--- config.mk ---
export PLATFORM = sky130hd
export DESIGN_NAME = rcc_reset_cause
export DESIGN_NICKNAME = d
export VERILOG_FILES = /design/src/rcc_reset_cause.v
export VERILOG_INCLUDE_DIRS = /design/src
export SDC_FILE = /design/constraint.sdc
export NUM_CORES = 1
export LEC_CHECK = 0
export BUFFER_PORTS_ARGS = -buffer_cell sky130_fd_sc_hd__clkbuf_2
export CAP_MARGIN = 5
export CORE_UTILIZATION = 47
export CTS_CLUSTER_DIAMETER = 60
export DETAILED_ROUTE_END_ITERATION = 16
export PLACE_DENSITY = 0.86
export SETUP_SLACK_MARGIN = 0.05
export SLEW_MARGIN = 40
export SYNTH_ARGS = -nofsm -noshare
export SYNTH_HDL_FRONTEND = slang
export SYNTH_SLANG_ARGS = --single-unit
--- constraint.sdc ---
create_clock -name aclk -period 2.7 [get_ports aclk]
set_input_delay 0.54 -clock aclk [delete_from_list [all_inputs] [get_ports aclk]]
set_output_delay 0.54 -clock aclk [all_outputs]
set_load 0.03 [all_outputs]
--- src/rcc_regs.vh ---
// register map, field positions and constants of the reset cause capture block
// Contract
// RQ1: watchdog expiry asserts reset, clock kept
// RQ2: expiry in sleep or idle only wakes
// RQ3: watchdog expiry sets status bit 4
// RQ4: lower hard trap during higher resets
// RQ5: trap conflict sets status bit 15
// RQ6: shadow compare mismatch resets device
// RQ7: mismatch sets bit 9, optional source
// RQ8: upper byte 3f opcode resets device
// RQ9: illegal conditions set status bit 14
// RQ10: resets clear working regs except stack
// RQ11: only word load marks register initialized
// RQ12: flow change into protected segment resets
// RQ13: power-on or brown-out aborts self-programming
// RQ14: other resets wait for self-programming end
// RQ15: power-save, clear, por, bor clear watchdog flag
// RQ16: software sets or clears any flag
// RQ17: software reads then clears flags
// RQ18: oscillator and calendar reset only at power-on
// RQ19: control bits placed, bits 12,10 zero
// RQ20: power-on value is 0003
// RQ21: pin reset sets status bit 7
// RQ22: reset instruction sets status bit 6
// RQ23: power-on sets status bit 0
// RQ24: brown-out sets status bit 1
// RQ25: por/bor clear flags, pin only by por
// RQ26: reset line follows any active source
`ifndef RCC_REGS_VH
`define RCC_REGS_VH
// ************************************************************
// register offsets
// ************************************************************
`define RCC_ADDR_STATUS   4'h0
`define RCC_ADDR_WREG     4'h4
`define RCC_ADDR_CFG      4'h8
// ************************************************************
// status fields
// ************************************************************
`define RCC_B_POR    0
`define RCC_B_BOR    1
`define RCC_B_IDLE   2
`define RCC_B_SLEEP  3
`define RCC_B_WDT    4
`define RCC_B_SOFT_WATCHDOG_ENABLE 5
`define RCC_B_SW     6
`define RCC_B_PIN    7
`define RCC_B_REGULATOR_STANDBY  8
`define RCC_B_CM     9
`define RCC_B_REGULATOR_STANDBY_FLASH 11
`define RCC_B_SOFT_BROWNOUT_ENABLE 13
`define RCC_B_ILL    14
`define RCC_B_TRAP   15
`define RCC_STATUS_POR    16'h0003
`define RCC_STATUS_WMASK  16'hebff
`define RCC_ILLEGAL_OPC   8'h3f
`define RCC_HARD_LVL_LO   4'hd
`define RCC_HARD_LVL_HI   4'hf
`define RCC_NUM_WREG      16
`define RCC_OSC_RESET     16'h0000
`endif

--- src/rcc_reset_cause.v ---
// reset cause capture: source combining, status register, working register tracking
`timescale 1ns/1ps
`include "rcc_regs.vh"
module rcc_reset_cause #(
  parameter CM_PRESENT = 1
) (
  // clock and reset
  input  wire        aclk,
  input  wire        aresetn,
  // analog and pin reset sources (asynchronous)
  input  wire        por_event,
  input  wire        bor_event,
  input  wire        master_clear_pin_n,
  // core events (same clock)
  input  wire        reset_instruction,
  input  wire        watchdog_expiry,
  input  wire        power_save_instruction,
  input  wire        power_save_idle,
  input  wire        watchdog_clear_instruction,
  input  wire        cpu_sleeping,
  input  wire        cpu_idle,
  input  wire        trap_in_service,
  input  wire [3:0]  trap_service_level,
  input  wire        trap_new,
  input  wire [3:0]  trap_new_level,
  input  wire [15:0] pin_select_regs,
  input  wire [15:0] pin_select_shadow,
  input  wire        opcode_exec,
  input  wire [7:0]  opcode_upper,
  input  wire        wreg_word_load,
  input  wire        wreg_byte_load,
  input  wire [3:0]  wreg_index,
  input  wire        wreg_addr_use,
  input  wire [3:0]  wreg_addr_index,
  input  wire        program_flow_change,
  input  wire        vector_flow_change,
  input  wire        flow_target_restricted,
  input  wire        self_programming_operation,
  input  wire [15:0] osc_cfg_wdata,
  input  wire        osc_cfg_we,
  // outputs to the core
  output reg         system_reset_line,
  output reg         wake_request,
  output reg         self_prog_abort,
  output reg  [15:0] wreg_init_flags,
  output reg  [15:0] osc_cfg_q,
  // axi4-lite slave
  input  wire [3:0]  s_axi_awaddr,
  input  wire        s_axi_awvalid,
  output reg         s_axi_awready,
  input  wire [31:0] s_axi_wdata,
  input  wire [3:0]  s_axi_wstrb,
  input  wire        s_axi_wvalid,
  output reg         s_axi_wready,
  output reg  [1:0]  s_axi_bresp,
  output reg         s_axi_bvalid,
  input  wire        s_axi_bready,
  input  wire [3:0]  s_axi_araddr,
  input  wire        s_axi_arvalid,
  output reg         s_axi_arready,
  output reg  [31:0] s_axi_rdata,
  output reg  [1:0]  s_axi_rresp,
  output reg         s_axi_rvalid,
  input  wire        s_axi_rready
);
  // ************************************************************
  // synchronisers for asynchronous sources
  // ************************************************************
  reg [2:0] sync1_reg;
  reg [2:0] sync2_reg;
  always @(posedge aclk) begin
    if (!aresetn) begin
      sync1_reg <= 3'h1;
      sync2_reg <= 3'h1;
    end else begin
      sync1_reg <= {~master_clear_pin_n, bor_event, por_event};
      sync2_reg <= sync1_reg;
    end
  end
  wire por_s = sync2_reg[0];
  wire bor_s = sync2_reg[1];
  wire pin_s = sync2_reg[2];
  reg  por_d_reg;
  reg  bor_d_reg;

  // ************************************************************
  // status register state
  // ************************************************************
  reg [15:0] status_reg;
  reg [15:0] status_next;
  wire       soft_brownout_enable = status_reg[`RCC_B_SOFT_BROWNOUT_ENABLE];
  wire       bor_act = bor_s & soft_brownout_enable;
  wire       cold_edge = (por_s & ~por_d_reg) | (bor_act & ~bor_d_reg);
  wire       asleep = cpu_sleeping | cpu_idle;

  // ************************************************************
  // source detection
  // ************************************************************
  wire wdt_reset = watchdog_expiry & ~asleep;                             // RQ1 RQ2
  wire trap_hard = (trap_new_level >= `RCC_HARD_LVL_LO) &&
                   (trap_new_level <= `RCC_HARD_LVL_HI);
  wire trap_conf = trap_new & trap_hard & trap_in_service &
                   (trap_new_level < trap_service_level);                 // RQ4
  wire cm_reset  = (CM_PRESENT != 0) && (pin_select_regs != pin_select_shadow); // RQ6 RQ7
  wire opc_reset = opcode_exec && (opcode_upper == `RCC_ILLEGAL_OPC);      // RQ8
  wire uwr_reset = wreg_addr_use & ~wreg_init_flags[wreg_addr_index];     // RQ10
  wire sec_reset = (program_flow_change | vector_flow_change) &
                   flow_target_restricted;                                // RQ12
  wire ill_reset = opc_reset | uwr_reset | sec_reset;
  wire warm_req  = pin_s | reset_instruction | wdt_reset | trap_conf |
                   cm_reset | ill_reset;

  // warm requests held off while self-programming runs
  reg  warm_pend_reg;
  wire warm_go = (warm_req | warm_pend_reg) & ~self_programming_operation; // RQ14
  wire cold = por_s | bor_act;

  // ************************************************************
  // bus write decode
  // ************************************************************
  reg  [3:0]  awaddr_reg;
  reg  [31:0] wdata_reg;
  reg  [3:0]  wstrb_reg;
  reg         aw_have_reg;
  reg         w_have_reg;
  wire        wr_fire = aw_have_reg & w_have_reg & ~s_axi_bvalid;
  wire        wr_stat = wr_fire && (awaddr_reg == `RCC_ADDR_STATUS);
  wire [15:0] wmask = {{8{wstrb_reg[1]}}, {8{wstrb_reg[0]}}} & `RCC_STATUS_WMASK;

  always @* begin
    status_next = status_reg;
    if (wr_stat)
      status_next = (status_reg & ~wmask) | (wdata_reg[15:0] & wmask);    // RQ16
    if (power_save_instruction | watchdog_clear_instruction)
      status_next[`RCC_B_WDT] = 1'b0;                                      // RQ15
    // sleep and idle flags set here or by a status write; a cold reset or a status write clears them
    if (power_save_instruction) begin
      if (power_save_idle)
        status_next[`RCC_B_IDLE] = 1'b1;
      else
        status_next[`RCC_B_SLEEP] = 1'b1;
    end
    // causes are recorded when requested, so a deferred reset keeps its cause
    if (warm_req) begin
      if (pin_s) status_next[`RCC_B_PIN] = 1'b1;                           // RQ21
      if (reset_instruction) status_next[`RCC_B_SW] = 1'b1;               // RQ22
      if (wdt_reset | watchdog_expiry) status_next[`RCC_B_WDT] = 1'b1;    // RQ3
      if (trap_conf) status_next[`RCC_B_TRAP] = 1'b1;                      // RQ5
      if (cm_reset) status_next[`RCC_B_CM] = 1'b1;                         // RQ7
      if (ill_reset) status_next[`RCC_B_ILL] = 1'b1;                       // RQ9
    end
    if (watchdog_expiry) status_next[`RCC_B_WDT] = 1'b1;                  // RQ3
    if (cold_edge) begin
      status_next[`RCC_B_TRAP] = 1'b0;                                     // RQ25
      status_next[`RCC_B_ILL] = 1'b0;
      status_next[`RCC_B_CM] = 1'b0;
      status_next[`RCC_B_SW] = 1'b0;
      status_next[`RCC_B_WDT] = 1'b0;                                      // RQ15
      status_next[`RCC_B_SLEEP] = 1'b0;
      status_next[`RCC_B_IDLE] = 1'b0;
      status_next[`RCC_B_BOR] = 1'b1;                                      // RQ24
      if (por_s) begin
        status_next = `RCC_STATUS_POR;                                     // RQ20 RQ23 RQ25
      end
    end
  end

  always @(posedge aclk) begin
    if (!aresetn) begin
      status_reg    <= `RCC_STATUS_POR;                                    // RQ20
      por_d_reg     <= 1'b0;
      bor_d_reg     <= 1'b0;
      warm_pend_reg <= 1'b0;
    end else begin
      status_reg    <= status_next;                                        // RQ17
      por_d_reg     <= por_s;
      bor_d_reg     <= bor_act;
      warm_pend_reg <= self_programming_operation & (warm_req | warm_pend_reg); // RQ14
    end
  end

  // ************************************************************
  // reset line, wake, abort, power-on-only registers
  // ************************************************************
  always @(posedge aclk) begin
    if (!aresetn) begin
      system_reset_line <= 1'b1;
      wake_request      <= 1'b0;
      self_prog_abort   <= 1'b0;
      osc_cfg_q         <= `RCC_OSC_RESET;
    end else begin
      system_reset_line <= cold | warm_go;                                 // RQ1 RQ26
      wake_request      <= watchdog_expiry & asleep;                       // RQ2
      self_prog_abort   <= cold & self_programming_operation;              // RQ13
      if (por_s)
        osc_cfg_q <= `RCC_OSC_RESET;                                       // RQ18
      else if (osc_cfg_we)
        osc_cfg_q <= osc_cfg_wdata;
    end
  end

  // ************************************************************
  // working register initialisation tracking
  // ************************************************************
  always @(posedge aclk) begin
    if (!aresetn) begin
      wreg_init_flags <= 16'h8000;
    end else if (cold | warm_go) begin
      wreg_init_flags <= 16'h8000;                                         // RQ10
    end else if (wreg_word_load) begin
      wreg_init_flags[wreg_index] <= 1'b1;                                 // RQ11
    end else if (wreg_byte_load && (wreg_index != 4'hf)) begin
      wreg_init_flags[wreg_index] <= 1'b0;                                 // RQ11
    end
  end

  // ************************************************************
  // axi4-lite write channel
  // ************************************************************
  always @(posedge aclk) begin
    if (!aresetn) begin
      aw_have_reg   <= 1'b0;
      w_have_reg    <= 1'b0;
      awaddr_reg    <= 4'h0;
      wdata_reg     <= 32'h00000000;
      wstrb_reg     <= 4'h0;
      s_axi_awready <= 1'b0;
      s_axi_wready  <= 1'b0;
      s_axi_bvalid  <= 1'b0;
      s_axi_bresp   <= 2'h0;
    end else begin
      s_axi_awready <= ~aw_have_reg & ~s_axi_awready & s_axi_awvalid;
      s_axi_wready  <= ~w_have_reg & ~s_axi_wready & s_axi_wvalid;
      if (s_axi_awvalid & s_axi_awready) begin
        aw_have_reg <= 1'b1;
        awaddr_reg  <= s_axi_awaddr;
      end
      if (s_axi_wvalid & s_axi_wready) begin
        w_have_reg <= 1'b1;
        wdata_reg  <= s_axi_wdata;
        wstrb_reg  <= s_axi_wstrb;
      end
      if (wr_fire) begin
        aw_have_reg  <= 1'b0;
        w_have_reg   <= 1'b0;
        s_axi_bvalid <= 1'b1;
        s_axi_bresp  <= (awaddr_reg == `RCC_ADDR_STATUS) ? 2'h0 : 2'h2;
      end else if (s_axi_bready) begin
        s_axi_bvalid <= 1'b0;
      end
    end
  end

  // ************************************************************
  // axi4-lite read channel
  // ************************************************************
  always @(posedge aclk) begin
    if (!aresetn) begin
      s_axi_arready <= 1'b0;
      s_axi_rvalid  <= 1'b0;
      s_axi_rdata   <= 32'h00000000;
      s_axi_rresp   <= 2'h0;
    end else begin
      s_axi_arready <= ~s_axi_arready & ~s_axi_rvalid & s_axi_arvalid;
      if (s_axi_arvalid & s_axi_arready) begin
        s_axi_rvalid <= 1'b1;
        s_axi_rresp  <= 2'h0;
        case (s_axi_araddr)
          `RCC_ADDR_STATUS: s_axi_rdata <= {16'h0000, status_reg};         // RQ19
          `RCC_ADDR_WREG:   s_axi_rdata <= {16'h0000, wreg_init_flags};
          `RCC_ADDR_CFG:    s_axi_rdata <= {16'h0000, osc_cfg_q};
          default: begin
            s_axi_rdata <= 32'h00000000;
            s_axi_rresp <= 2'h2;
          end
        endcase
      end else if (s_axi_rready) begin
        s_axi_rvalid <= 1'b0;
      end
    end
  end
endmodule // rcc_reset_cause

==> reports/metrics.yaml <==
sta:
  slew_headroom: 0.4681
  setup_viol: 0
  totalNegativeSetupSlack_ns: 0
  fin_crit_sh: 0.7865
  timing.final.hold_violations: 0
  least_setup_slack_across_all_paths_after_layout_ns: 0.5765
  fmax_ghz: 0.4709
  timing_worst_slew_pin_value_ns: 0.7978
  timing_max_transition_violations_final: 0
  min_period_ns: 2.124
  clock_skew_ns: 0.01905
  rsz0062_at_grt: "false"
min_path:
  worstHoldPathType: "input pin to flip-flop"
  hold_depth: 2
  hold_path_end: "sync1_reg[2]$_SDFF_PN0_"
  worst_hold_startpoint: "master_clear_pin_n"
yosys:
  yosys.area_share.adder: 0.007977
  synth_xor_area_frac: 0.02978
  synth_top_family_by_area: "simple AND/OR/NAND/NOR gates"
  synth_seq_cells: 103
  yosys_warnings: 0
  async_reset_ff_frac: 0
  postSynthAreaPerCell_um2: 9.137
  compound_gate_portion_of_the_synthesized_area: 0.1199
  ys_dominant_reg_cell: "sky130_fd_sc_hd__dfxtp_1"
  synth.cell_area_um2: 4706
  yosys-mux-area-fraction: 0.1313
  netlist-cell-type-count: 54
  synth_seq_area_share: 0.4382
  synth-edff-count: 0
  syn_inst: 515
  synth_simple_gate_area_frac: 0.2140
floorplanning:
  die_area_um2: 10420
  row_count: 36
  placeableCoreArea_um2: 9729
  die_w_um: 102.1
  floorplan.initialDensity: 0.4837
  dieHeight_um: 102.1
  boundaryPins: 220
power:
  worst_ir_drop_vdd_mv: 0.3356
  power.density_cell_area_nw_per_um2: 515.6
  total_leakage_power_uw: 0.002667
route:
  detail_route.drc_violations: 0
  detail_route.iter0.violations: 163
  route.final.wire_length_um: 12450
  first_drt_pass_iteration_count: 5
  avgRoutedWirePerCell_um: 15.09
  via_density_per_instance: 5.264
  routed-via-count: 4343
  ant_nets: 0
global_routing:
  grtUsageMet3: 0.06019
  pin_count_of_the_biggest_net_entering_global_routing: 24
  use_met2: 0.4084
  grt_first_pass_wirelength_um: 19440
  grt_antenna_before_repair: 0
  via_count_of_the_first_global_routing_pass: 4140
  globalRoute.totalOverflow: 0
  grt_met1_use: 0.2950
  grt_util_all_layers: 0.2411
  global_route.peak_usage_layer: "met2"
place:
  placed_cell_area_um2: 5655
  io_buffers: 181
  dp.final_hpwl_um: 9748
  dp_worst_setup_slack_ns: 0.3019
  gp_congestion: 0.8733
layout:
  fin_area_um2: 5856
  num_antenna_cells: 0
  layout_top_registers: "osc_cfg_q (16), s_axi_rdata (16), wreg_init_flags (16)"
  total_area_of_multi_input_combinational_cells_um2: 2435
  layout-area-overhead-vs-synth_pct: 24.44
  layout.filler_cells: 851
  final_nets: 834
  final_layout_size_suffix_gt1_frac: 0.3223
  layout.core_utilization: 0.6019
  seqCellArea_um2: 2062
worst_setup_path:
  sort_of_element_at_the_start_of_the_critical_path: "flip-flop"
  r2r.worst_path.cells: 5
  r2r-end: "status_reg[4]$_SDFF_PP0_"
  regToRegStartpoint: "awaddr_reg[0]$_SDFFE_PN0P_"
  critPathMaxFanout: 8
  regToRegSetupSlack_ns: 0.58
  worst_ep_required_time_ns: 2.94
  critical_path_at_ns: 2.36
  setup.worst_path.class: "flip-flop to flip-flop"
  cp-end-kind: "flip-flop"
cts:
  cts_resized: 0
  path_clk_slew_ns: 0.10
  cts_tree: "yes"
  numCtsBuffers: 9
  clock_sink_count: 103
  clock_latency_ns: 0.37
  number_of_buffers_between_clock_root_and_the_deepest_sink: 2
  buffers_inserted_by_post_cts_timing_repair: 0
  cts_hold_buf: 0
  clock_tree.htree_level_count: 3
  root_buffer: "sky130_fd_sc_hd__clkbuf_8"
status:
  run_status: "completed"
run:
  count_of_maximum_capacitance_violations: 0
## cells in the final DEF (no fill, tap or decap), types with 3 or more instances in the layout
master,netlist,final
sky130_fd_sc_hd__a21boi_0,10,10
sky130_fd_sc_hd__a21oi_1,24,24
sky130_fd_sc_hd__a221oi_1,14,14
sky130_fd_sc_hd__and2_1,5,5
sky130_fd_sc_hd__buf_4,18,6
sky130_fd_sc_hd__clkbuf_2,0,181
sky130_fd_sc_hd__clkbuf_8,0,9
sky130_fd_sc_hd__conb_1,1,18
sky130_fd_sc_hd__dfxtp_1,103,103
sky130_fd_sc_hd__ha_1,3,3
sky130_fd_sc_hd__inv_1,11,11
sky130_fd_sc_hd__mux2_2,14,14
sky130_fd_sc_hd__mux2i_1,37,37
sky130_fd_sc_hd__mux4_1,3,3
sky130_fd_sc_hd__nand2_1,60,60
sky130_fd_sc_hd__nand2b_1,9,9
sky130_fd_sc_hd__nand3_1,9,9
sky130_fd_sc_hd__nand4_1,5,5
sky130_fd_sc_hd__nor2_1,48,48
sky130_fd_sc_hd__nor2b_1,3,3
sky130_fd_sc_hd__nor3_1,21,21
sky130_fd_sc_hd__nor3b_1,14,14
sky130_fd_sc_hd__nor4_1,8,8
sky130_fd_sc_hd__o21ai_0,16,16
sky130_fd_sc_hd__or3_1,3,3
sky130_fd_sc_hd__xnor2_1,16,16
## logic make-up after synthesis
logic type / Yosys count
AND/OR/NAND/NOR: 199
flip-flops: 103
AO/OA/AOI/OAI: 84
multiplexers: 55
buffers and inverters: 54
XOR/XNOR: 16
adder cells (fa/ha/maj): 3
other: 1
## where the power goes
part | internal, uW | switching, uW | total, uW
clock | 439 | 561 | 1000
sequential | 1560 | 25.1 | 1590
combinational | 176 | 257 | 433
total | 2180 | 843 | 3020
## final cells by class
cell class	count	area share
clock buffer	9	0.02115
sequential	103	0.3521
clock inverter	7	0.01303
inverter	11	0.007051
multi-input combinational	375	0.4158
tap	133	0.02842
timing repair buffer	187	0.1624
## cell usage after synthesis (14+ instances only)
library cell,number,area share
sky130_fd_sc_hd__a21oi_1,24,0.026
sky130_fd_sc_hd__a221oi_1,14,0.026
sky130_fd_sc_hd__buf_4,18,0.029
sky130_fd_sc_hd__clkbuf_1,22,0.018
sky130_fd_sc_hd__dfxtp_1,103,0.44
sky130_fd_sc_hd__mux2_2,14,0.034
sky130_fd_sc_hd__mux2i_1,37,0.079
sky130_fd_sc_hd__nand2_1,60,0.048
sky130_fd_sc_hd__nor2_1,48,0.038
sky130_fd_sc_hd__nor3_1,21,0.022
sky130_fd_sc_hd__nor3b_1,14,0.022
sky130_fd_sc_hd__o21ai_0,16,0.017
sky130_fd_sc_hd__xnor2_1,16,0.030
## metrics by stage
step                power (uW)  hold slack, ns  std cells
finish                    3019          0.3090        825
global route              3139          0.3016        825
floorplan                 1900          0.3863        532
CTS                       3025          0.3066        825
detailed placement        2052          0.4371        809
global placement          2038          0.4020        809
## worst max path at each step
stage	startpoint	end	slack (ns)	depth (start not counted)
global route	awaddr_reg[0]$_SDFFE_PN0P_	status_reg[4]$_SDFF_PP0_	0.50	5
CTS	awaddr_reg[0]$_SDFFE_PN0P_	status_reg[4]$_SDFF_PP0_	0.58	5
floorplan	trap_service_level[1]	wreg_init_flags[12]$_SDFFE_PP0P_	0.62	7
finish	awaddr_reg[0]$_SDFFE_PN0P_	status_reg[4]$_SDFF_PP0_	0.58	5
global placement	wreg_addr_index[1]	wreg_init_flags[15]$_SDFFE_PP1P_	0.34	7
detailed placement	wreg_addr_index[1]	wreg_init_flags[15]$_SDFFE_PP1P_	0.30	7
## routing by layer
metal  part of all wire  wire [um]  up-vias
met5                  0          0        -
met4              0.022        268        0
met3              0.061        763       25
met2               0.49       6109      160
met1               0.43       5307     2018
li1                   -          -     2140
## worst max-delay path, cell delays in order (launching register included)
cell	delay, ns
sky130_fd_sc_hd__dfxtp_1	0.32
sky130_fd_sc_hd__or4_1	0.56
sky130_fd_sc_hd__or3_1	0.54
sky130_fd_sc_hd__mux2_1	0.38
sky130_fd_sc_hd__a21oi_1	0.14
sky130_fd_sc_hd__nor2_1	0.05
(Power assumes the default switching activity.)
